## config.mk

```make
export PLATFORM = sky130hd
export DESIGN_NAME = wdcg_top
export DESIGN_NICKNAME = d
export VERILOG_FILES = /design/src/logic/wdcg_pkg.sv /design/src/logic/wdcg_timer.sv /design/src/logic/wdcg_top.sv
export SDC_FILE = /design/constraint.sdc
export NUM_CORES = 1
export LEC_CHECK = 0
export ABC_AREA = 1
export BUFFER_PORTS_ARGS = -buffer_cell sky130_fd_sc_hd__buf_4
export CAP_MARGIN = 20
export CORE_UTILIZATION = 48
export DETAILED_ROUTE_END_ITERATION = 7
export HOLD_SLACK_MARGIN = 0.12
export PLACE_DENSITY = 0.84
export SLEW_MARGIN = 10
export SYNTH_ARGS = -nofsm -noshare
export SYNTH_HDL_FRONTEND = slang
export SYNTH_HIERARCHICAL = 1
export SYNTH_SLANG_ARGS = --single-unit
```

## constraint.sdc

```tcl
create_clock -name core_clk_i -period 1.6 [get_ports core_clk_i]
set_clock_uncertainty 0.1 [all_clocks]
set_input_delay 0.48 -clock core_clk_i [delete_from_list [all_inputs] [get_ports core_clk_i]]
set_output_delay 0.48 -clock core_clk_i [all_outputs]
set_load 0.05 [all_outputs]
```

## src/logic/wdcg_pkg.sv

```systemverilog
// Shared constants and types for the watchdog configuration guard
package wdcg_pkg;

    // Clock rates and derived divider for the watchdog oscillator
    localparam int unsigned CORE_CLK_HZ     = 100_000_000;
    localparam int unsigned WDOG_OSC_HZ     = 1_000_000;
    localparam int unsigned OSC_DIV_CYCLES  = CORE_CLK_HZ / WDOG_OSC_HZ;

    // Shortest time-out, in watchdog oscillator cycles (16K)
    localparam int unsigned BASE_OSC_CYCLES = 16384;
    localparam int unsigned PSEL_W          = 3;

    // Change window length in core clock cycles
    localparam int unsigned WINDOW_CYCLES   = 4;
    localparam int unsigned WCNT_W          = 3;
    localparam logic [WCNT_W-1:0] WINDOW_LOAD = WCNT_W'(WINDOW_CYCLES);
    localparam logic [WCNT_W-1:0] WINDOW_LAST = 3'h1;

    // APB register map, byte addresses
    localparam int unsigned ADDR_W       = 12;
    localparam int unsigned DATA_W       = 32;
    localparam int unsigned CTRL_W       = 8;
    localparam logic [ADDR_W-1:0] CTRL_OFFSET = 12'h000;
    localparam logic [ADDR_W-1:0] STAT_OFFSET = 12'h004;
    localparam logic [CTRL_W-1:0] CTRL_RESET  = 8'h00;

    // Layout of watchdog_control_reg
    typedef struct packed {
        logic [2:0]        rsvd;
        logic              watchdog_change_unlock;
        logic              watchdog_enable_bit;
        logic [PSEL_W-1:0] timeout_prescale_select;
    } wdcg_ctrl_s;

    // Layout of the status register
    typedef struct packed {
        logic [5:0] rsvd;
        logic       fuse_captured;
        logic       safety_level2;
    } wdcg_stat_s;

    // Change window state, Gray coded
    typedef enum logic [1:0] {
        WIN_CLOSED = 2'b00,
        WIN_OPEN   = 2'b01
    } wdcg_win_e;

endpackage : wdcg_pkg

```

## src/logic/wdcg_timer.sv

```systemverilog
// Watchdog period counter with prescaled oscillator tick
module wdcg_timer #(
    parameter int unsigned OSC_DIV  = wdcg_pkg::OSC_DIV_CYCLES,
    parameter int unsigned BASE_OSC = wdcg_pkg::BASE_OSC_CYCLES
) (
    // Clock and reset
    input  wire logic                        core_clk_i,
    input  wire logic                        resetn_i,
    // Control
    input  wire logic                        restart_i,
    input  wire logic                        run_i,
    input  wire logic [wdcg_pkg::PSEL_W-1:0] sel_i,
    // Expiry pulse
    output logic                             expire_o
);

    localparam int unsigned DIV_W = $clog2(OSC_DIV + 1);
    localparam int unsigned CNT_W = $clog2(BASE_OSC) + 9;

    // Refuse settings the counters cannot serve
    if (OSC_DIV < 1 || BASE_OSC < 1) begin : g_bad_param
        $error("wdcg_timer: OSC_DIV and BASE_OSC must be at least one");
    end

    logic [DIV_W-1:0] div_q;
    logic [CNT_W-1:0] osc_q;
    logic [CNT_W-1:0] period_m1;
    logic             tick;
    logic             clear;

    // Last count of the selected period, doubling per code step
    function automatic logic [CNT_W-1:0] last_count(
        input logic [wdcg_pkg::PSEL_W-1:0] sel);
        last_count = (CNT_W'(BASE_OSC) << sel) - CNT_W'(1);
    endfunction : last_count

    assign period_m1 = last_count(sel_i);
    assign tick      = (div_q == DIV_W'(OSC_DIV - 1));
    assign clear     = !run_i || restart_i;

    // Oscillator-rate tick derived from the core clock
    always_ff @(posedge core_clk_i or negedge resetn_i) begin
        if (!resetn_i) begin
            div_q <= '0;
        end else if (clear || tick) begin
            div_q <= '0;
        end else begin
            div_q <= div_q + DIV_W'(1);
        end
    end

    // Period counter, restarted by restart, disable and reset
    always_ff @(posedge core_clk_i or negedge resetn_i) begin
        if (!resetn_i) begin
            osc_q <= '0;
        end else if (clear) begin
            osc_q <= '0;
        end else if (tick) begin
            if (osc_q >= period_m1) begin
                osc_q <= '0;
            end else begin
                osc_q <= osc_q + CNT_W'(1);
            end
        end
    end

    // One-cycle expiry when the period runs out unrestarted
    always_ff @(posedge core_clk_i or negedge resetn_i) begin
        if (!resetn_i) begin
            expire_o <= 1'b0;
        end else begin
            expire_o <= !clear && tick && (osc_q >= period_m1);
        end
    end
endmodule : wdcg_timer

```

## src/logic/wdcg_top.sv

```systemverilog
// Watchdog configuration guard with APB control register
// Function
// - Level 1: watchdog starts off; writing enable one turns it on freely.
// - Level 1: disabling or changing period only via the timed sequence.
// - Level 1: a write with unlock clear inside four cycles is applied.
// - Level 2: watchdog stays enabled; enable always reads one.
// - Level 2: period write inside four cycles applied; enable value ignored.
// - Hardware clears the change-unlock bit four cycles after it is set.
// - Fuse picks level: unprogrammed level 1 off, programmed level 2 on.
// - Prescale codes select 16K up to 2048K oscillator cycles, doubling.
// - Counter restarts on restart, disable, reset; expiry resets the device.
//
// The APB register port and the address map were chosen for this implementation.
module wdcg_top #(
    parameter int unsigned OSC_DIV  = wdcg_pkg::OSC_DIV_CYCLES,
    parameter int unsigned BASE_OSC = wdcg_pkg::BASE_OSC_CYCLES
) (
    // Clock and reset
    input  wire logic                              core_clk_i,
    input  wire logic                              resetn_i,
    // APB slave
    input  wire logic                              psel_i,
    input  wire logic                              penable_i,
    input  wire logic                              pwrite_i,
    input  wire logic [wdcg_pkg::ADDR_W-1:0]       paddr_i,
    input  wire logic [wdcg_pkg::DATA_W-1:0]       pwdata_i,
    output logic      [wdcg_pkg::DATA_W-1:0]       prdata_o,
    output logic                                   pready_o,
    output logic                                   pslverr_o,
    // Core side
    input  wire logic                              always_on_fuse_i,
    input  wire logic                              watchdog_restart_instr_i,
    // Watchdog state
    output logic                                   watchdog_enabled_o,
    output logic      [wdcg_pkg::PSEL_W-1:0]       timeout_prescale_select_o,
    output logic                                   wdt_reset_o
);

    // Configuration state
    logic                        fuse_taken_q;
    logic                        level2_q;
    logic                        en_q;
    logic [wdcg_pkg::PSEL_W-1:0] wdp_q;
    wdcg_pkg::wdcg_win_e         win_q;
    logic [wdcg_pkg::WCNT_W-1:0] win_cnt_q;

    // Bus state
    logic                        pready_q;
    logic                        pslverr_q;
    logic [wdcg_pkg::DATA_W-1:0] prdata_q;
    logic                        wdt_reset_q;

    // Decoded write
    wdcg_pkg::wdcg_ctrl_s        wd;
    logic                        setup;
    logic                        acc;
    logic                        wr_ctrl;
    logic                        open_req;
    logic                        change_ok;
    logic                        expire;

    // Register address decode, used by read, error and write paths
    function automatic logic is_ctrl(input logic [wdcg_pkg::ADDR_W-1:0] a);
        is_ctrl = (a == wdcg_pkg::CTRL_OFFSET);
    endfunction : is_ctrl

    function automatic logic is_stat(input logic [wdcg_pkg::ADDR_W-1:0] a);
        is_stat = (a == wdcg_pkg::STAT_OFFSET);
    endfunction : is_stat

    assign wd    = wdcg_pkg::wdcg_ctrl_s'(pwdata_i[wdcg_pkg::CTRL_W-1:0]);
    assign setup = psel_i && !penable_i;
    assign acc   = psel_i && penable_i && pready_q;
    assign wr_ctrl = acc && pwrite_i && is_ctrl(paddr_i);

    // Opening write needs unlock and enable in the same word
    assign open_req = wr_ctrl && wd.watchdog_change_unlock
                      && wd.watchdog_enable_bit;

    // Guarded change: unlock clear while the window is open
    assign change_ok = wr_ctrl && !wd.watchdog_change_unlock
                       && (win_q == wdcg_pkg::WIN_OPEN);

    // Fuse caught on the first edge after reset release, never in reset
    always_ff @(posedge core_clk_i or negedge resetn_i) begin
        if (!resetn_i) begin
            fuse_taken_q <= 1'b0;
            level2_q     <= 1'b0;
        end else if (!fuse_taken_q) begin
            fuse_taken_q <= 1'b1;
            level2_q     <= always_on_fuse_i;
        end
    end

    // Enable bit: free to set, cleared only by a guarded change
    always_ff @(posedge core_clk_i or negedge resetn_i) begin
        if (!resetn_i) begin
            en_q <= wdcg_pkg::CTRL_RESET[3];
        end else if (!fuse_taken_q) begin
            en_q <= always_on_fuse_i;
        end else if (level2_q) begin
            en_q <= 1'b1;
        end else if (change_ok) begin
            en_q <= wd.watchdog_enable_bit;
        end else if (wr_ctrl && wd.watchdog_enable_bit) begin
            en_q <= 1'b1;
        end
    end

    // Prescale select moves only inside an open window
    always_ff @(posedge core_clk_i or negedge resetn_i) begin
        if (!resetn_i) begin
            wdp_q <= wdcg_pkg::CTRL_RESET[wdcg_pkg::PSEL_W-1:0];
        end else if (change_ok) begin
            wdp_q <= wd.timeout_prescale_select;
        end
    end

    // Change window: opened by the unlock write, closed after four
    // cycles or by the guarded write; reopening restarts the count
    always_ff @(posedge core_clk_i or negedge resetn_i) begin
        if (!resetn_i) begin
            win_q     <= wdcg_pkg::WIN_CLOSED;
            win_cnt_q <= '0;
        end else if (open_req) begin
            win_q     <= wdcg_pkg::WIN_OPEN;
            win_cnt_q <= wdcg_pkg::WINDOW_LOAD;
        end else begin
            case (win_q)
                wdcg_pkg::WIN_OPEN: begin
                    if (change_ok || win_cnt_q == wdcg_pkg::WINDOW_LAST) begin
                        win_q     <= wdcg_pkg::WIN_CLOSED;
                        win_cnt_q <= '0;
                    end else begin
                        win_cnt_q <= win_cnt_q - 3'h1;
                    end
                end
                wdcg_pkg::WIN_CLOSED: begin
                    win_cnt_q <= '0;
                end
                default: begin
                    win_q     <= wdcg_pkg::WIN_CLOSED;
                    win_cnt_q <= '0;
                end
            endcase
        end
    end

    // Read view of the registers; enable reads one at level 2
    function automatic logic [wdcg_pkg::DATA_W-1:0] read_word(
        input logic [wdcg_pkg::ADDR_W-1:0] a);
        wdcg_pkg::wdcg_ctrl_s c;
        wdcg_pkg::wdcg_stat_s s;
        c = '0;
        s = '0;
        c.watchdog_change_unlock  = (win_q == wdcg_pkg::WIN_OPEN);
        c.watchdog_enable_bit     = en_q || level2_q;
        c.timeout_prescale_select = wdp_q;
        s.safety_level2           = level2_q;
        s.fuse_captured           = fuse_taken_q;
        if (is_ctrl(a)) begin
            read_word = wdcg_pkg::DATA_W'(c);
        end else if (is_stat(a)) begin
            read_word = wdcg_pkg::DATA_W'(s);
        end else begin
            read_word = '0;
        end
    endfunction : read_word

    // Control word as software would read it, watched by the level 2 check
    logic [wdcg_pkg::DATA_W-1:0] ctrl_word;
    wdcg_pkg::wdcg_ctrl_s        ctrl_view;

    always_comb begin
        ctrl_word = read_word(wdcg_pkg::CTRL_OFFSET);
        ctrl_view = wdcg_pkg::wdcg_ctrl_s'(ctrl_word[wdcg_pkg::CTRL_W-1:0]);
    end

    // APB answer: one wait-free access phase after each setup cycle.
    // Read data is caught at the setup edge so it stays stable.
    always_ff @(posedge core_clk_i or negedge resetn_i) begin
        if (!resetn_i) begin
            pready_q  <= 1'b0;
            pslverr_q <= 1'b0;
        end else begin
            pready_q  <= setup;
            pslverr_q <= setup && !is_ctrl(paddr_i) && !is_stat(paddr_i);
        end
    end

    // Read data register
    always_ff @(posedge core_clk_i or negedge resetn_i) begin
        if (!resetn_i) begin
            prdata_q <= '0;
        end else if (setup) begin
            prdata_q <= pwrite_i ? '0 : read_word(paddr_i);
        end
    end

    // Period counter; disable and the restart instruction clear it
    wdcg_timer #(
        .OSC_DIV  (OSC_DIV),
        .BASE_OSC (BASE_OSC)
    ) u_timer (
        .core_clk_i (core_clk_i),
        .resetn_i   (resetn_i),
        .restart_i  (watchdog_restart_instr_i),
        .run_i      (en_q),
        .sel_i      (wdp_q),
        .expire_o   (expire)
    );

    // Device reset request, registered for a clean output
    always_ff @(posedge core_clk_i or negedge resetn_i) begin
        if (!resetn_i) begin
            wdt_reset_q <= 1'b0;
        end else begin
            wdt_reset_q <= expire;
        end
    end

    // Outputs straight from flops
    assign prdata_o                  = prdata_q;
    assign pready_o                  = pready_q;
    assign pslverr_o                 = pslverr_q;
    assign watchdog_enabled_o        = en_q;
    assign timeout_prescale_select_o = wdp_q;
    assign wdt_reset_o               = wdt_reset_q;
endmodule : wdcg_top

```

==> impl_metrics.csv, run 1 <==
group,metric,value,unit
status,status,"finished, violations left",
status,violations,"DRC, setup timing",
route,wire_per_inst,15.2,um
route,vias,3457,
worst_setup_path,required,1700,ps
clock_network,cts_buffer_depth,2,
place,io_buffers,35,
clock_network,clk-insertion-delay-late,310,ps
route,firstDrtPassIters,7,
power_and_ir_drop,powerDensity,544,nW/um2
layout,final_cell_mix,"116 x nand2_1, 80 x buf_4, 57 x nor2_1, 46 x dfrtp_1, 40 x inv_1",
route,ant_nets,0,
global_route,first_global_vias,3179,
route,totalWireLength,9.61,mm
route,drt-met1-wl,3.55,mm
yosys,netlist_area,3220,um2
yosys,synth_top_area_share,0.381,
layout,syn2layout_area_growth,38.6,%
clock_network,clock-sinks,49,
die,ios,90,
sta,setup_slack,-495,ps
layout,final_common_cell,"nand2_1",
clock_network,htreeDepth,2,
place,place_area,3840,um2
die,start_util,0.502,
sta,rsz0062_at_grt,"true",
yosys,syn_inst,454,
yosys,ys_ff_latch,49,
route,drc,9,
die,die_area,7040,um2
clock_network,cts_buffers,5,
yosys,yosysSeqAreaShare,0.381,
global_route,antenna_found_initial,0,
sta,timing.final.crit_share,1.31,
route,route.met3.wl,647,um
clock_network,cts_tree,"built",
die,num_rows,29,
sta,hold_violations,0,
layout,nNetsFinal,616,
route,drtIter0Drc,291,
sta,max_freq,477,MHz
yosys,ys_warn_count,6,
sta,holdWs,269,ps
sta,setup_tns,-11710,ps
worst_setup_path,worstSetupPathType,"flip-flop to flip-flop",
sta,setup_viol,27,
hold_path,hold_path_class,"flip-flop to flip-flop",
place,finalWeightedCongestion,0.877,
die,die_h,83.9,um
worst_setup_path,critPathMaxFanout,8,
die,coreArea,6420,um2
route,highest_layer,"met4",
yosys,yosysTopAreaCell,"dfrtp_1",
global_route,grt_use_total,0.242,
global_route,grt_pass1_wl,13.7,mm
clock_network,clk_pin_slew_worst_paths,110,ps
route,via_per_inst,5.47,
worst_setup_path,critPathArrivalTime,2200,ps
die,die_w,83.9,um
sta,layout_min_cycle_time,2090,ps
route,met2_length,4.99,mm
layout,design_area,4460,um2
yosys,syn_area_per_cell,7.10,um2
layout,n_antenna_cell,0,
clock_network,root_buffer,"clkbuf_8",
power_and_ir_drop,vdd_drop_max,361,uV
yosys,synth_area_leaders,"dfrtp_1 38%, nand2_1 16%, nor2_1 7.7%",
worst_setup_path,critPathLaunchType,"flip-flop",
power_and_ir_drop,leakage,2.14,nW
global_route,overflow,0,
place,hpwl,6.00,mm
sta,finalMaxSlewViolations,0,
job,drv_cap,0,
layout,layout-drive-gt1-share,0.355,
worst_setup_path,crit_path_end_kind,"flip-flop",
global_route,grt_max_degree,25,
yosys,synth_cell_types,33,
==> cells by family (layout without fill, tap and decap cells) <==
family,Yosys count,count (layout),share of synthesized area
AO/OA/AOI/OAI,42,42,0.0703
XOR/XNOR,6,6,0.0163
adder cells (fa/ha/maj),11,11,0.0427
AND/OR/NAND/NOR,263,263,0.357
flip-flops,49,49,0.381
buffers and inverters,81,156,0.131
other,2,28,0.00233
==> final timing paths <==
path	cells past startpoint	slack [ps]	start	end
max in group asynchronous	3	410	resetn_i	u_timer/osc_q[22]$_DFFE_PN0N_
min reg2reg	0	270	u_timer/expire_o$_DFF_PN0_	wdt_reset_o$_DFF_PN0_
min	0	270	u_timer/expire_o$_DFF_PN0_	wdt_reset_o$_DFF_PN0_
max reg2reg	9	-490	timeout_prescale_select_o[2]$_DFFE_PN0P_	u_timer/osc_q[16]$_DFFE_PN0N_
min in group asynchronous	2	520	resetn_i	u_timer/div_q[1]$_DFF_PN0_
max	9	-490	timeout_prescale_select_o[2]$_DFFE_PN0P_	u_timer/osc_q[16]$_DFFE_PN0N_
==> state kept, by name, indices dropped and copies added (netlist names) <==
register and flops:
prdata_o 5, fuse_taken_q 1, watchdog_enabled_o 1, timeout_prescale_select_o 3
u_timer/osc_q 23, win_q 1, win_cnt_q 3, u_timer/expire_o 1
level2_q 1, u_timer/div_q 7, wdt_reset_o 1, pready_o 1
pslverr_o 1
==> layout make-up <==
class                           count  area [um2]
Sequential cell                    49        1230
Fill cell                         461        1960
Inverter                           49         190
Tap cell                           77        96.3
Multi-Input combinational cell    350        2000
Timing Repair Buffer               99         851
Clock buffer                        5        68.8
Clock inverter                      3        26.3
==> through the flow <==
step	total power [W]	std cells	utilization	setup slack [ps]
final	0.00243	632	0.695	-495
after global routing	0.00250	632	0.695	-518
after CTS	0.00241	622	0.635	-327
after detailed placement	0.00162	610	0.598	-401
after global placement	0.00161	610	0.598	-319
after floorplan	0.00155	480	-	-333
==> cells in the mapped netlist (all sizes together) <==
| master | instances |
|---|---|
| and3 | 2 |
| o31ai | 2 |
| or2 | 2 |
| o21ai | 25 |
| nand3b | 3 |
| conb | 2 |
| dfrtp | 49 |
| nor3 | 6 |
| a22o | 1 |
| nor2 | 76 |
| inv | 49 |
| nand3 | 29 |
| buf | 32 |
| ha | 11 |
| nand2 | 138 |
| xor2 | 3 |
| o21bai | 1 |
| a21oi | 12 |
| nand4 | 7 |
| o22ai | 1 |
| xnor2 | 3 |
==> repair_timing <==
item / in CTS / in global routing
cloned: 0 / 1
hold buffers: 1 / 0
resized for setup: 32 / 71
endpoints found under the setup margin: 27 / 33
setup buffers: 3 / 10
pin swaps: 13 / 32
endpoints found under the hold margin: 22 / 0
==> power by group <==
group	internal (W)	switching, W	total (W)	leakage (nW)
Clock	0.000319	0.000478	0.000797	0.0423
Sequential	0.00125	0.00000984	0.00126	0.660
Combinational	0.000106	0.000266	0.000373	1.43
Total	0.00168	0.000754	0.00243	2.14
==> per-layer routing <==
layer  up-vias  global-route usage
met3        48              0.0406
met4         0              0.0878
met2       188               0.440
li1       1581                   -
met1      1640               0.285
met5         -                   0
==> worst max-delay path: stages (launching register included) <==
cell and delay (ps):
dfrtp_2 560, nand2_2 130, ha_4 320, buf_4 100
nand4_1 120, nor2_2 220, nand2_2 100, nand3_4 100
buf_6 160, o21ai_2 60
Power figures use the tool's default switching activity.
==> inputs of run 2 (changes only) <==
- SETUP_SLACK_MARGIN: unset -> 0.02
==> run 2 against run 1 <==
The run still ends with DRC, setup timing left. Design area is 5.4% lower. Largest cell class unchanged. Via count is 6.2% lower. Wire length is 14% lower. Sequential power hardly changed. Highest routed layer unchanged. Register-to-register slack better by 40 ps. Sequential share of layout area is 1.6 points higher. Core utilization is 3.8 points lower. Die area stayed put. Largest power group unchanged.
==> impl_metrics.csv, run 2 (synthesized netlist as in run 1, its figures left out) <==
group,metric,value,unit
status,status,"finished, violations left",
status,violations,"DRC, setup timing",
power_and_ir_drop,leakage,2.09,nW
worst_setup_path,critPathMaxFanout,6,
global_route,use_met1,0.269,
global_route,grt_max_degree,24,
route,drtIter0Drc,321,
route,firstDrtPassIters,7,
die,coreArea,6420,um2
route,vias,3241,
clock_network,clk_pin_slew_worst_paths,100,ps
layout,final_common_cell,"nand2_1",
clock_network,htreeDepth,2,
route,totalWireLength,8.24,mm
route,via_per_inst,5.17,
global_route,overflow,0,
power_and_ir_drop,p_comb_frac,0.142,
worst_setup_path,reg2reg_from,"timeout_prescale_select_o[0]$_DFFE_PN0P_",
power_and_ir_drop,p_sw_frac,0.307,
place,io_buffers,35,
layout,regMostFlops,"u_timer/osc_q",
die,die_w,83.9,um
power_and_ir_drop,power.switching,0.000740,W
clock_network,cts_buffers,5,
sta,setup_slack,-460,ps
power_and_ir_drop,clockPowerShare,0.334,
power_and_ir_drop,powerDensity,571,nW/um2
power_and_ir_drop,p_int,0.00167,W
die,ios,90,
clock_network,clk-insertion-delay-late,310,ps
global_route,grt_most_used_layer,"met2",
place,place_area,3840,um2
worst_setup_path,crit_path_end_kind,"flip-flop",
worst_setup_path,rr_worst_depth,11,
route,ant_nets,0,
sta,layout_min_cycle_time,2060,ps
power_and_ir_drop,seqPwrFrac,0.523,
worst_setup_path,r2r-end,"u_timer/osc_q[2]$_DFFE_PN0N_",
clock_network,root_buffer,"clkbuf_8",
global_route,gr-usage-met2,0.417,
place,placed_cells_incl_taps,608,
die,start_util,0.502,
power_and_ir_drop,vdd_drop_max,520,uV
layout,post-route-util,0.658,
layout,design_area,4220,um2
worst_setup_path,worstSetupPathType,"flip-flop to flip-flop",
layout,multiInputGateArea,1810,um2
clock_network,cts_tree,"built",
global_route,antenna_found_initial,0,
hold_path,holdCritStartpoint,"penable_i",
sta,setup_viol,26,
sta,timing.final.crit_share,1.29,
place,hpwl,5.67,mm
sta,finalMaxSlewViolations,0,
sta,hold_violations,0,
sta,max_freq,486,MHz
worst_setup_path,regToRegSetupSlack,-460,ps
job,drv_cap,0,
die,die_h,83.9,um
hold_path,hold_path_depth,2,
layout,nNetsFinal,611,
layout,final_cell_count_no_fill,627,
layout,largest_reg_flops,23,
layout,syn2layout_area_growth,31.1,%
hold_path,hold_end,"pready_o$_DFF_PN0_",
layout,n_antenna_cell,0,
route,wire_per_inst,13.1,um
layout,final_cell_mix,"132 x nand2_1, 79 x buf_4, 62 x nor2_1, 45 x dfrtp_1, 42 x inv_1",
worst_setup_path,critPathLaunchType,"flip-flop",
die,num_rows,29,
route,drc,10,
worst_setup_path,critPathArrivalTime,2200,ps
global_route,first_global_vias,2991,
hold_path,hold_path_class,"input pin to flip-flop",
layout,fill_cells,486,
worst_setup_path,required,1740,ps
die,die_area,7040,um2
layout,layout-drive-gt1-share,0.284,
global_route,gr-usage-met3,0.0317,
global_route,grt_pass1_wl,12.8,mm
global_route,grt_use_total,0.222,
clock_network,cts_buffer_depth,2,
clock_network,clock-sinks,49,
sta,rsz0062_at_grt,"true",
layout,regArea,1230,um2
place,finalWeightedCongestion,0.919,
[run 2: cell count changes in the layout (fill, tap and decap cells not counted), moves of 3 or more]
cell and change:
buf_6 -4, o21ai_1 +5, clkinvlp_4 -3, nor2_1 +5, nand2_2 -14, a21oi_2 -3, nor2_4 -6, a21oi_1 +4
o21ai_2 -4, nand2_1 +16
[run 2: worst max path at each step]
stage	start	to	slack [ps]	cells after the start
global route	timeout_prescale_select_o[1]$_DFFE_PN0P_	u_timer/osc_q[2]$_DFFE_PN0N_	-510	10
CTS	timeout_prescale_select_o[2]$_DFFE_PN0P_	u_timer/osc_q[21]$_DFFE_PN0N_	-340	10
floorplan	timeout_prescale_select_o[2]$_DFFE_PN0P_	u_timer/expire_o$_DFF_PN0_	-330	11
detailed placement	timeout_prescale_select_o[2]$_DFFE_PN0P_	u_timer/osc_q[15]$_DFFE_PN0N_	-310	11
global placement	timeout_prescale_select_o[1]$_DFFE_PN0P_	u_timer/osc_q[15]$_DFFE_PN0N_	-300	11
finish	timeout_prescale_select_o[0]$_DFFE_PN0P_	u_timer/osc_q[2]$_DFFE_PN0N_	-460	11
[run 2: power by group through the flow]
stage,sequential (W),combinational (W),clock [W]
2_1_floorplan,0.00130,0.000244,0
6_report,0.00126,0.000343,0.000807
4_1_cts,0.00126,0.000335,0.000823
3_5_place_dp,0.00129,0.000332,0
5_1_grt,0.00126,0.000367,0.000862
3_3_place_gp,0.00129,0.000327,0
[run 2: critical path, cell delays in order (launching register included)]
cell	delay (ps)
dfrtp_2	470
buf_6	140
nor3_4	160
ha_1	290
nand2_1	80
nor2_1	40
nand2_1	80
nor2_1	50
nand2_1	110
nand3_4	130
clkbuf_16	190
o21ai_2	130
[run 2: what timing repair did]
item,4_1_cts,5_1_grt
cloned,0,1
hold endpoints to repair,21,0
endpoints found under the setup margin,27,28
buffers inserted,6,5
pin swaps,6,15
gates resized for setup,26,24
hold buffers,1,0
[run 2: through the flow]
| step | worst slack [ps] | hold slack, ps | TNS [ps] | power [W] |
|---|---|---|---|---|
| after CTS | -336 | 240 | -7090 | 0.00242 |
| after global routing | -514 | 244 | -11370 | 0.00249 |
| after global placement | -297 | 234 | -5390 | 0.00161 |
| after floorplan | -333 | 84.4 | -6420 | 0.00155 |
| final | -460 | 250 | -10050 | 0.00241 |
| after detailed placement | -312 | 243 | -6840 | 0.00162 |
[run 2: routing by layer]
| layer | vias to the layer above | routed length [um] | share of wire |
|---|---|---|---|
| li1 | 1568 | - | - |
| met1 | 1512 | 3390 | 0.41 |
| met2 | 138 | 4170 | 0.51 |
| met3 | 23 | 490 | 0.060 |
| met4 | 0 | 182 | 0.022 |
| met5 | - | 0 | 0 |
[run 2: cell type report]
cell class,count,area share
Tap cell,77,0.0228
Clock buffer,5,0.0163
Timing Repair Buffer,94,0.191
Sequential cell,49,0.292
Inverter,49,0.0436
Multi-Input combinational cell,350,0.428
Clock inverter,3,0.00681
==> inputs of run 3 (changes only) <==
- CORE_UTILIZATION: 48 -> 36
- PLACE_DENSITY: 0.84 -> 0.66
- clock period: 1.6 -> 2.15 ns (I/O delays scaled with it)
==> run 3 against run 2 <==
The run now ends clean. Fmax rose by 7.4%. Clock power fell by 31%. Combinational power fell by 35%. Global-route usage fell by 6.9 points. Non-clock buffer count fell by 53. Sequential power fell by 25%. Highest routed layer unchanged.
==> impl_metrics.csv, run 3 (synthesized netlist as in run 1, its figures left out) <==
group,metric,value,unit
status,status,"completed",
place,io_buffers,35,
worst_setup_path,r2r-end,"u_timer/osc_q[15]$_DFFE_PN0N_",
global_route,grt_max_degree,50,
layout,multiInputGateArea,1680,um2
die,num_rows,34,
worst_setup_path,required,2260,ps
layout,final_cell_mix,"135 x nand2_1, 66 x nor2_1, 47 x dfrtp_1, 45 x inv_1, 41 x buf_4",
global_route,grt_pass1_wl,11.9,mm
route,drc,0,
place,placed_cells_incl_taps,597,
place,finalWeightedCongestion,0.857,
sta,setup_viol,0,
layout,final_cell_count_no_fill,605,
global_route,first_global_vias,2680,
route,totalWireLength,6.75,mm
die,coreArea,8680,um2
clock_network,cts_buffer_depth,2,
layout,largest_reg_flops,23,
sta,hold_violations,0,
worst_setup_path,worstPathCellList,"nand3_1, ha_1, nand2_1, nor2_1, nand2_1, nor2_1, nand2_1, nor2_1, nor2_4, nand2_1, nand2_1",
route,ant_nets,0,
worst_setup_path,regToRegSetupSlack,230,ps
worst_setup_path,crit_path_end_kind,"flip-flop",
die,ios,90,
layout,fill_cells,912,
sta,relSlewSlack,0.582,
die,die_area,9330,um2
job,drv_cap,0,
worst_setup_path,max_stage_delay,450,ps
worst_setup_path,worstSetupPathType,"flip-flop to flip-flop",
clock_network,clk-insertion-delay-late,310,ps
sta,layout_min_cycle_time,1920,ps
global_route,antenna_found_initial,0,
worst_setup_path,critPathMaxFanout,9,
layout,nNetsFinal,558,
die,die_w,96.6,um
hold_path,hold_path_class,"input pin to async pin",
layout,final_common_cell,"nand2_1",
clock_network,htreeDepth,2,
sta,setup_tns,0,ps
clock_network,cts_buffers,5,
die,start_util,0.371,
global_route,grt_use_total,0.154,
sta,timing.final.crit_share,0.892,
clock_network,postCtsHoldBufs,0,
route,wire_per_inst,11.2,um
layout,layout-drive-gt1-share,0.153,
layout,design_area,3620,um2
power_and_ir_drop,leakage,1.78,nW
worst_setup_path,reg2reg_from,"timeout_prescale_select_o[2]$_DFFE_PN0P_",
place,hpwl,5.13,mm
clock_network,clock-sinks,49,
power_and_ir_drop,vdd_drop_max,342,uV
clock_network,clk_pin_slew_worst_paths,100,ps
clock_network,root_buffer,"clkbuf_8",
power_and_ir_drop,powerDensity,475,nW/um2
sta,max_freq,521,MHz
worst_setup_path,critPathSlowestCell,"dfrtp_2",
sta,finalMaxSlewViolations,0,
route,via_per_inst,4.71,
worst_setup_path,rr_worst_depth,11,
route,firstDrtPassIters,4,
worst_setup_path,critPathArrivalTime,2030,ps
place,place_area,3530,um2
route,drtIter0Drc,121,
global_route,overflow,0,
layout,n_antenna_cell,0,
layout,post-route-util,0.417,
worst_setup_path,critPathLaunchType,"flip-flop",
worst_setup_path,crit_top_cell,"nand2_1",
die,die_h,96.6,um
sta,holdWs,239,ps
clock_network,cts_tree,"built",
sta,rsz0062_at_grt,"true",
sta,tightest_slew,627,ps
layout,regArea,1230,um2
layout,regMostFlops,"u_timer/osc_q",
route,vias,2847,
layout,syn2layout_area_growth,12.3,%
-- run 3: cell count changes in the layout (fill, tap and decap cells not counted), sizes merged --
cell	delta
inv	-2
clkinv	+1
dlygate4sd3	-1
clkbuf	-1
buf	-51
clkinvlp	+1
-- run 3: through the flow --
step	total power, W	worst slack, ps
floorplan	0.00115	45.9
global placement	0.00118	186
detailed placement	0.00118	159
CTS	0.00174	141
global route	0.00179	16.6
finish	0.00172	232
-- run 3: final cells by class --
class	instances	area share
inverters	49	0.0508
clock buffers	5	0.0190
clock inverters	3	0.00484
multi-input cells	350	0.463
repair buffers	41	0.0851
well taps	108	0.0374
flip-flops and latches	49	0.340
-- run 3: worst max path at each step --
stage	end	startpoint	depth (start not counted)
after floorplan	u_timer/expire_o$_DFF_PN0_	timeout_prescale_select_o[0]$_DFFE_PN0P_	11
after global placement	u_timer/osc_q[15]$_DFFE_PN0N_	timeout_prescale_select_o[1]$_DFFE_PN0P_	11
after detailed placement	u_timer/osc_q[14]$_DFFE_PN0N_	timeout_prescale_select_o[1]$_DFFE_PN0P_	11
after CTS	u_timer/osc_q[14]$_DFFE_PN0N_	timeout_prescale_select_o[1]$_DFFE_PN0P_	11
after global routing	u_timer/osc_q[14]$_DFFE_PN0N_	timeout_prescale_select_o[2]$_DFFE_PN0P_	11
final	u_timer/osc_q[15]$_DFFE_PN0N_	timeout_prescale_select_o[2]$_DFFE_PN0P_	11
-- run 3: repair_timing --
action | 4_1_cts | 5_1_grt
resized for setup | 0 | 2
setup buffers | 0 | 0
setup endpoints to repair | 0 | 7
-- run 3: critical path, delay by kind of cell, from the launching register on --
family / cells / cell delay [ps]
AND/OR/NAND/NOR: 10 / 930
flip-flops: 1 / 450
adder cells (fa/ha/maj): 1 / 340
-- run 3: routing by layer --
metal / track usage / share of wire / vias to the layer above
li1: - / - / 1457
met1: 0.194 / 0.46 / 1312
met2: 0.269 / 0.48 / 68
met3: 0.0296 / 0.048 / 10
met4: 0.0367 / 0.0096 / 0
met5: 0 / 0 / -
-- run 3: power breakdown --
group / switching [W] / internal [W]
Clock: 0.000332 / 0.000225
Sequential: 0.00000801 / 0.000931
Combinational: 0.000178 / 0.0000459
